--- config.mk ---
export PLATFORM = sky130hd
export DESIGN_NAME = tcr_register_bank
export DESIGN_NICKNAME = d
export VERILOG_FILES = /design/src/tcr_pkg.sv /design/src/tcr_register_bank.sv
export VERILOG_INCLUDE_DIRS = /design/src
export SDC_FILE = /design/constraint.sdc
export NUM_CORES = 1
export LEC_CHECK = 0
export BUFFER_PORTS_ARGS = -buffer_cell sky130_fd_sc_hd__clkbuf_2
export CORE_MARGIN = 2
export CORE_UTILIZATION = 25
export CTS_CLUSTER_SIZE = 10
export DETAILED_ROUTE_END_ITERATION = 6
export PLACE_DENSITY_LB_ADDON = 0.08
export RECOVER_POWER = 25
export SLEW_MARGIN = 15
export SYNTH_ARGS = -nofsm -noshare
export SYNTH_HDL_FRONTEND = slang
export SYNTH_SLANG_ARGS = --single-unit
--- constraint.sdc ---
create_clock -name core_clk -period 2.15 [get_ports core_clk]
set_clock_uncertainty 0.05 [all_clocks]
set_input_delay 0.215 -clock core_clk [delete_from_list [all_inputs] [get_ports core_clk]]
set_output_delay 0.215 -clock core_clk [all_outputs]
set_load 0.05 [all_outputs]
--- src/tcr_cfg.svh ---
// Constants for the tile configuration register bank.
// Assumes inclusion by the bank module only.
`ifndef TCR_CFG_SVH
`define TCR_CFG_SVH

// ------------------------------------------------------------
// Register numbers
// ------------------------------------------------------------
`define TCR_NUM_IDENT      8'h00
`define TCR_NUM_RES_ONE    8'h01
`define TCR_NUM_RES_TWO    8'h02
`define TCR_NUM_PERM       8'h04
`define TCR_NUM_DBGINT     8'h05
`define TCR_NUM_CLKDIV     8'h06
`define TCR_NUM_SECURITY   8'h07

// ------------------------------------------------------------
// Field positions
// ------------------------------------------------------------
`define TCR_PERM_ALL_BIT   31
`define TCR_PERM_SW_BIT    0
`define TCR_DBG_REQ_BIT    0
`define TCR_DBG_MODE_BIT   1
`define TCR_CLK_OFF_BIT    31
`define TCR_CLK_DIV_HI     15
`define TCR_SEC_WLOCK_BIT  31
`define TCR_SEC_GDBG_BIT   14
`define TCR_SEC_OTPL_BIT   12
`define TCR_SEC_KEEP_MASK  32'h80005FB1

// ------------------------------------------------------------
// Reset values
// ------------------------------------------------------------
`define TCR_RST_WORD       32'h00000000
`define TCR_RST_DIV        16'h0000
`define TCR_ZERO_BYTE      8'h00

`endif

--- src/tcr_pkg.sv ---
// Types shared by the tile configuration register bank.
// Assumes tcr_cfg.svh sits in the same folder.
package tcr_pkg;

   // Source of a configuration access.
   typedef enum logic [1:0] {
      TCR_SRC_SWITCH,
      TCR_SRC_SCRATCH,
      TCR_SRC_SCAN
   } tcr_src_e;

   // One configuration access request.
   typedef struct packed {
      logic        valid;
      logic        write;
      tcr_src_e    source;
      logic [7:0]  regNum;
      logic [31:0] wdata;
   } tcr_req_s;

   // Answer to an access.
   typedef struct packed {
      logic        valid;
      logic        ack;
      logic [31:0] rdata;
   } tcr_rsp_s;

endpackage

--- src/tcr_register_bank.sv ---
// Tile configuration register bank: identification, resource counts,
// debug permissions, debug interrupt, clock divider, security copy.
// Assumes requests are synchronous to core_clk and OTP data is stable.
`timescale 1ns/1ps
`default_nettype none
`include "tcr_cfg.svh"

module tcr_register_bank (
   // Clock and reset
   input  wire logic             core_clk,
   input  wire logic             reset_n,
   // Configuration access
   input  wire tcr_pkg::tcr_req_s cfgReq,
   output var  tcr_pkg::tcr_rsp_s cfgRsp,
   // Identity and resource straps
   input  wire logic [7:0]       processorId,
   input  wire logic [7:0]       nodeId,
   input  wire logic [7:0]       coreRevision,
   input  wire logic [7:0]       coreVersion,
   input  wire logic [7:0]       numChanEnds,
   input  wire logic [7:0]       numLocks,
   input  wire logic [7:0]       numSyncs,
   input  wire logic [7:0]       numClkBlocks,
   input  wire logic [7:0]       numTimers,
   // Processor and clock control
   input  wire logic             inDebugMode,
   input  wire logic             tileDivEnable,
   input  wire logic [31:0]      otpSecurity,
   output logic                  debugIrqReq,
   output logic [15:0]           clkDivValue,
   output logic                  clkDivActive,
   output logic                  tileClkStop,
   output logic                  globalDebugDeny,
   output logic                  otpAllLocked
);
   import tcr_pkg::*;

   // ---------------------------------------------------------
   // Decoding
   // ---------------------------------------------------------
   // Debug-writable registers are the permission, interrupt and
   // divider words; reused by both write gating and the asserts.
   function automatic logic isDebugWritable(input logic [7:0] num);
      return (num == `TCR_NUM_PERM) || (num == `TCR_NUM_DBGINT) ||
             (num == `TCR_NUM_CLKDIV);
   endfunction

   logic        permAll_q,  permAll_d;
   logic        permSw_q,   permSw_d;
   logic        dbgReq_q,   dbgReq_d;
   logic        clkOff_q,   clkOff_d;
   logic [15:0] div_q,      div_d;
   logic [31:0] sec_q,      sec_d;
   tcr_rsp_s    rsp_q,      rsp_d;
   logic        irqOut_q,   irqOut_d;
   logic        gdeny_q,    gdeny_d;
   logic        otpl_q,     otpl_d;
   logic        divAct_q,   divAct_d;
   logic        wrAllowed;
   logic        doWrite;
   logic [31:0] readWord;

   // ---------------------------------------------------------
   // Write permission
   // ---------------------------------------------------------
   always_comb begin
      wrAllowed = 1'b1;
      if (permAll_q) begin
         wrAllowed = 1'b0;
      end
      if (permSw_q && cfgReq.source == TCR_SRC_SWITCH) begin
         wrAllowed = 1'b0;
      end
      doWrite = cfgReq.valid && cfgReq.write && wrAllowed &&
                isDebugWritable(cfgReq.regNum);
   end

   // ---------------------------------------------------------
   // Read mux
   // ---------------------------------------------------------
   always_comb begin
      readWord = `TCR_RST_WORD;
      unique case (cfgReq.regNum)
         `TCR_NUM_IDENT:
            readWord = {processorId, nodeId, coreRevision,
                        coreVersion};
         `TCR_NUM_RES_ONE:
            readWord = {numChanEnds, numLocks, numSyncs,
                        `TCR_ZERO_BYTE};
         `TCR_NUM_RES_TWO:
            readWord = {`TCR_ZERO_BYTE, `TCR_ZERO_BYTE,
                        numClkBlocks, numTimers};
         `TCR_NUM_PERM: begin
            readWord[`TCR_PERM_ALL_BIT] = permAll_q;
            readWord[`TCR_PERM_SW_BIT]  = permSw_q;
         end
         `TCR_NUM_DBGINT: begin
            readWord[`TCR_DBG_REQ_BIT]  = dbgReq_q;
            readWord[`TCR_DBG_MODE_BIT] = inDebugMode;
         end
         `TCR_NUM_CLKDIV: begin
            readWord[`TCR_CLK_OFF_BIT]       = clkOff_q;
            readWord[`TCR_CLK_DIV_HI:0]      = div_q;
         end
         `TCR_NUM_SECURITY:
            readWord = sec_q;
         default:
            readWord = `TCR_RST_WORD;
      endcase
   end

   // ---------------------------------------------------------
   // Next state
   // ---------------------------------------------------------
   always_comb begin
      permAll_d = permAll_q;
      permSw_d  = permSw_q;
      dbgReq_d  = dbgReq_q;
      clkOff_d  = clkOff_q;
      div_d     = div_q;
      // Security copy tracks OTP; no write path exists, which also
      // covers the write-disable bit.
      sec_d     = otpSecurity & `TCR_SEC_KEEP_MASK;
      if (doWrite) begin
         unique case (cfgReq.regNum)
            `TCR_NUM_PERM: begin
               permAll_d = cfgReq.wdata[`TCR_PERM_ALL_BIT];
               permSw_d  = cfgReq.wdata[`TCR_PERM_SW_BIT];
            end
            `TCR_NUM_DBGINT:
               dbgReq_d = cfgReq.wdata[`TCR_DBG_REQ_BIT];
            `TCR_NUM_CLKDIV: begin
               clkOff_d = cfgReq.wdata[`TCR_CLK_OFF_BIT];
               div_d    = cfgReq.wdata[`TCR_CLK_DIV_HI:0];
            end
            default: ;
         endcase
      end
      rsp_d.valid = cfgReq.valid;
      rsp_d.ack   = cfgReq.valid && (!cfgReq.write || doWrite);
      rsp_d.rdata = (cfgReq.valid && !cfgReq.write) ? readWord
                                                   : `TCR_RST_WORD;
      irqOut_d = dbgReq_d;
      gdeny_d  = sec_d[`TCR_SEC_GDBG_BIT];
      otpl_d   = sec_d[`TCR_SEC_OTPL_BIT];
      // Divide value alone does nothing until tile control enables.
      divAct_d = tileDivEnable && !clkOff_d;
   end

   // ---------------------------------------------------------
   // Registers
   // ---------------------------------------------------------
   always_ff @(posedge core_clk or negedge reset_n) begin
      if (!reset_n) begin
         permAll_q <= 1'b0;
         permSw_q  <= 1'b0;
         dbgReq_q  <= 1'b0;
         clkOff_q  <= 1'b0;
         div_q     <= `TCR_RST_DIV;
         sec_q     <= `TCR_RST_WORD;
         rsp_q     <= '0;
         irqOut_q  <= 1'b0;
         gdeny_q   <= 1'b0;
         otpl_q    <= 1'b0;
         divAct_q  <= 1'b0;
      end else begin
         permAll_q <= permAll_d;
         permSw_q  <= permSw_d;
         dbgReq_q  <= dbgReq_d;
         clkOff_q  <= clkOff_d;
         div_q     <= div_d;
         sec_q     <= sec_d;
         rsp_q     <= rsp_d;
         irqOut_q  <= irqOut_d;
         gdeny_q   <= gdeny_d;
         otpl_q    <= otpl_d;
         divAct_q  <= divAct_d;
      end
   end

   assign cfgRsp          = rsp_q;
   assign debugIrqReq     = irqOut_q;
   assign clkDivValue     = div_q;
   assign clkDivActive    = divAct_q;
   assign tileClkStop     = clkOff_q;
   assign globalDebugDeny = gdeny_q;
   assign otpAllLocked    = otpl_q;
endmodule
`default_nettype wire

* Yosys cells after proc, flatten, opt, wreduce, memory -nomap -nowiden
Index checks and enable logic that the tools add are counted.
** Storage, ports and cells
- Register bits after elaboration :: 68
- Logic and storage cells :: 45
- Input bits :: 152
** Cells by class
- Equal/unequal tests :: 6
- Reduce and logical (&&, ||, !) cells :: 17
- Muxes and demuxes :: 10
** Operators by type and width (number)
- 14-bit case mux with 5 select lines :: 1
- 8-bit by 3-bit equality test with 1-bit output (second input constant) :: 4
- 32-bit two-way mux :: 1
- 15-bit case mux with 2 select lines :: 1
- 8-bit by 1-bit equality test with 1-bit output (second input constant) :: 1
- 8-bit by 2-bit equality test with 1-bit output (second input constant) :: 1
- 8-bit zero test :: 1
- 1-bit logical AND :: 7
- 1-bit case mux with 6 select lines :: 1
- 2-bit AND reduction :: 3
- 1-bit case mux with 5 select lines :: 1
- 1-bit two-way mux :: 4
- 1-bit case mux with 4 select lines :: 1
- 1-bit logical OR :: 3
- 1-bit zero test :: 2
- 2-bit zero test :: 1

* Depth between registers and ports, before layout
- Depth after elaboration :: 8
- Mapped depth :: 6

* Least setup slack after synthesis
No wires, ideal clock.
- Path kind :: input-to-reg
- Start :: input cfgReq[37] (netlist bit)
- End :: register div_q[10] (netlist: clkDivValue[10])
- Required time :: 1975 ps
- Setup time :: 125 ps
- Stages on the path :: 5
- Path slack :: 195 ps
- Data arrival time :: 1779 ps
- Path buffers :: 1
- Cell sequence :: or4_4 -> nor4b_4 -> nand2_4 -> buf_6 -> mux2_4
** On the way
- Word-level cells in the longest chain between the ends :: 5
- Elaborated cells between the ends (all ways) :: 7
- Those cells by class :: 3 x eq/ne; 4 x reduce/logical
** Ends and longest elaborated chain
- start: declaration :: RTL line tcr_register_bank.sv:13 : input wire tcr_pkg::tcr_req_s cfgReq,
- 8-bit by 3-bit equality test with 1-bit output
- 1-bit logical OR (2 in series) :: RTL line tcr_register_bank.sv:44 : return (num == `TCR_NUM_PERM) || (num == `TCR_NUM_DBGINT) ||
- 1-bit logical AND :: RTL line tcr_register_bank.sv:74 : doWrite = cfgReq.valid && cfgReq.write && wrAllowed &&
- 2-bit AND reduction (no source line) (*)
- end signal: assignment :: RTL line tcr_register_bank.sv:159 : div_q <= `TCR_RST_DIV;
- end signal: assignment :: RTL line tcr_register_bank.sv:171 : div_q <= div_d;
- end: declaration :: RTL line tcr_register_bank.sv:52 : logic [15:0] div_q, div_d;
Every way passes the cells marked *; elsewhere a longest branch is shown, timed or not.
A chain may end at the register's enable or synchronous reset.

* Worst setup path after layout
- Start :: input cfgReq[43] (netlist bit)
- End :: register div_q[8] (netlist: clkDivValue[8])
** On the way
- Word-level cells in the longest chain between the ends :: 4
** Ends and longest elaborated chain (RTL line)
- 1-bit logical AND (3 in series) :: tcr_register_bank.sv:74
- 2-bit AND reduction (no source line)
Every way passes these cells.

==> summary.txt <==
Timing
  – Final-report setup violation count: 0
  – Period utilization: 82.23%
  – Tightest Pin Transition: 0.8581 ns
  – Setup TNS Final: 0 ns
  – Fin crit period: ~1.8 ns
  – Slew Limit Fails: 0
  – Final Worst Setup Slack: 0.3821 ns
  – Final hold violation count: 0
  – RSZ-0062 raised after global routing: false
  – Max Fclk: 565.6 MHz
  – Max-slew headroom: 42.79%

Power
  – Cell Int Power: 0.002459 W
  – P_sw: 0.0007700 W
  – Total power: 0.003229 W
  – Worst vdd ir: 0.2823 mV
  – Clk pwr share: 48.7%
  – Power share of the combinational group: approximately an eighth
  – Cell Pwr Density: around 720 nW/um^2
  – Static Leak: 2.320 nW
  – Sequential share of power: between 30% and 40%
  – Sw Ratio: 23.85%

Global routing
  – Gr ovfl total: 0
  – Largest net degree at the start of global routing: 67
  – Met3 usage: 4.339%
  – Initial antenna violation count: 0
  – Met2 Usage GRT: between 20% and 30%
  – Vias in the first global route: 2789
  – GR Util met1: 18.37%
  – First-pass GRT wire length: 14650 um
  – GRT Overall Usage: 15.07%
  – Most Crowded Layer GR: met2

Routing
  – WL final: 9467 um
  – TritonRoute pass-1 iters: 4
  – Vias per std cell: 4.432
  – DR DRC count: 0
  – DRT iter0 DRCs: 104
  – Wire per inst: 15.96 um
  – DR vias: 2628
  – Post-route antenna net violation count: 0

Worst setup path
  – Crit start category: input port
  – CP Class: in -> reg
  – Cell Chain, Critical Path: dlygate4sd3_1 > clkbuf_1 > nand2_1 > a211oi_1 > buf_4 > nand2_4 > mux2_4
  – Critical path capture point type: register
  – Worst EP arrival: 1.93 ns
  – Crit path largest cell delay: 0.52 ns
  – Family with the most delay on the worst path: buffers and inverters
  – Worst EP required: 2.31 ns
  – Buffers & Inverters on Critical Path: 3
  – Crit Path Max Fanout: 18
  – Slowest stage cell, crit path: dlygate4sd3_1

Clocking
  – Setup Fix Bufs, Post-CTS: 0
  – Number of CTS-inserted buffers: 9
  – CTS Sinks: 66
  – CTS max path bufs: 2
  – H-tree depth: 3
  – CTS clk-pin slew, worst paths: around 0.060 ns
  – CTS tree: done
  – Root buf cell: clkbuf_16
  – Worst-skew pair later-pin latency: 0.32 ns

Logic synthesis
  – Post-synthesis cell type count: 36
  – Post-synth EDFFs: 0
  – Seq cells post-synth: 66
  – Post-Synthesis Cells: 250
  – Mapped Area: 2989 um^2
  – Syn_nets: 402
  – Post-synth top area share: 55.25%
  – Sequential-to-total area share from yosys stat: a little under three fifths
  – Ys Warns: 0
  – Largest area contributor in the netlist: dfrtp_1
  – Synth top cells by count: 66 x dfrtp_1, 30 x mux2_2, 28 x nor2_1, 20 x mux2i_1, 20 x nand2_1
  – Post-synth top flop: dfrtp_1
  – Synth Area per Inst: 11.96 um^2
  – Ys async rst share: 100.0%
  – Count leader, synth: dfrtp_1
  – Synth area leaders: dfrtp_1 55%, mux2_2 11%, mux2i_1 6.7%

Placement
  – Gpl congestion: 0.7245
  – DP HPWL: a little under 7000 um
  – Dpl ws: 0.1180 ns
  – Port Buffers: 170

Die
  – Chip Height: ~110 um
  – Core area: around 12000 um^2
  – Row count: 39
  – Boundary Pins: 207
  – Chip width: between 100 and 150 um
  – Initial Util: roughly 26%
  – DIE AREA: between 10000 and 15000 um^2

Flow run
  – Max-cap violations: 0

Hold path
  – Worst Hold Class: in -> reg

Outcome
  – Status: finished clean

Layout
  – Layout Nets: 597
  – Area grow syn2layout: 49.81%
  – Diode count: 0
  – Layout cells sized above 1: 46.00%
==> flip-flops by register name, indices dropped and copies added, names as in the netlist <==
register / count
permAll_q: 1
clkDivActive: 1
tileClkStop: 1
clkDivValue: 16
sec_q: 11
debugIrqReq: 1
permSw_q: 1
cfgRsp: 34
==> metrics by stage <==
step / std cells / area, um^2 / util (%) / hold WS (ns)
final: 593 / 4478 / 38.72 / 0.02932
after global placement: 564 / 4073 / 35.22 / 0.2748
after detailed placement: 564 / 4073 / 35.22 / 0.2747
after CTS: 593 / 4522 / 39.10 / 0.02005
after floorplan: 250 / 2989 / - / -0.1306
after global routing: 593 / 4478 / 38.72 / 0.02979
==> worst paths after layout <==
check                           cells after the start        endpoint  slack [ns]     startpoint
worst min-delay path                                3    clkDivActive        0.03  tileDivEnable
worst min register to register                      1    clkDivActive        0.45    tileClkStop
max in group asynchronous                           2        permSw_q        0.99        reset_n
worst max register to register                      4  clkDivValue[8]        0.62       permSw_q
min in group asynchronous                           2  clkDivValue[9]        0.50        reset_n
worst max-delay path                                7  clkDivValue[8]        0.38     cfgReq[43]
==> metal layers <==
layer | wire (um) | vias to the layer above
met1 | 4086 | 1250
met2 | 4643 | 98
li1 | - | 1276
met5 | 0 | -
met3 | 681 | 4
met4 | 55 | 0
==> cell families after synthesis <==
kind of cell	after synthesis	synth area share (%)
compound gates	35	8.121
buf+inv	17	2.427
flops	66	55.25
mux	58	22.02
simple gates	74	12.18
==> cells in the final DEF (no fill, tap or decap), drive strengths merged, types with 4 or more instances in the layout <==
cell	instances
clkbuf	178
dfrtp	66
mux2	38
nor2	28
nand2	21
mux2i	20
buf	16
dlygate4sd3	13
a21oi	7
o21ai	5
a21o	5
nor3	4
a221oi	4
a22oi	4
clkinv	4
==> worst register-to-register path, cell delays in order, from the launching register on <==
cell,delay [ns]
dfrtp_1,0.38
a211oi_1,0.20
buf_4,0.18
nand2_4,0.22
mux2_4,0.38
==> power by group through the flow <==
stage | combinational, W | clock, W | sequential (W)
6_report | 0.000379 | 0.00157 | 0.00128
2_1_floorplan | 0.000130 | 0 | 0.00135
4_1_cts | 0.000389 | 0.00162 | 0.00128
3_3_place_gp | 0.000366 | 0 | 0.00130
5_1_grt | 0.000420 | 0.00168 | 0.00128
3_5_place_dp | 0.000368 | 0 | 0.00130
==> cell type report <==
type / count / area [um^2]
Timing Repair Buffer: 198 / 1052
Fill cell: 1220 / 7087
Tap cell: 143 / 178.9
Clock inverter: 7 / 93.84
Clock buffer: 9 / 225.2
Multi-Input combinational cell: 167 / 1265
Sequential cell: 66 / 1652
Inverter: 3 / 11.26
==> timing repair <==
| item | CTS | global route |
|---|---|---|
| endpoints found under the setup margin | 0 | 0 |
| hold endpoints to repair | 56 | 0 |
| hold buffers | 13 | 0 |
| gates resized for setup | 0 | 0 |
No activity file was read; power rests on OpenSTA's default activity.
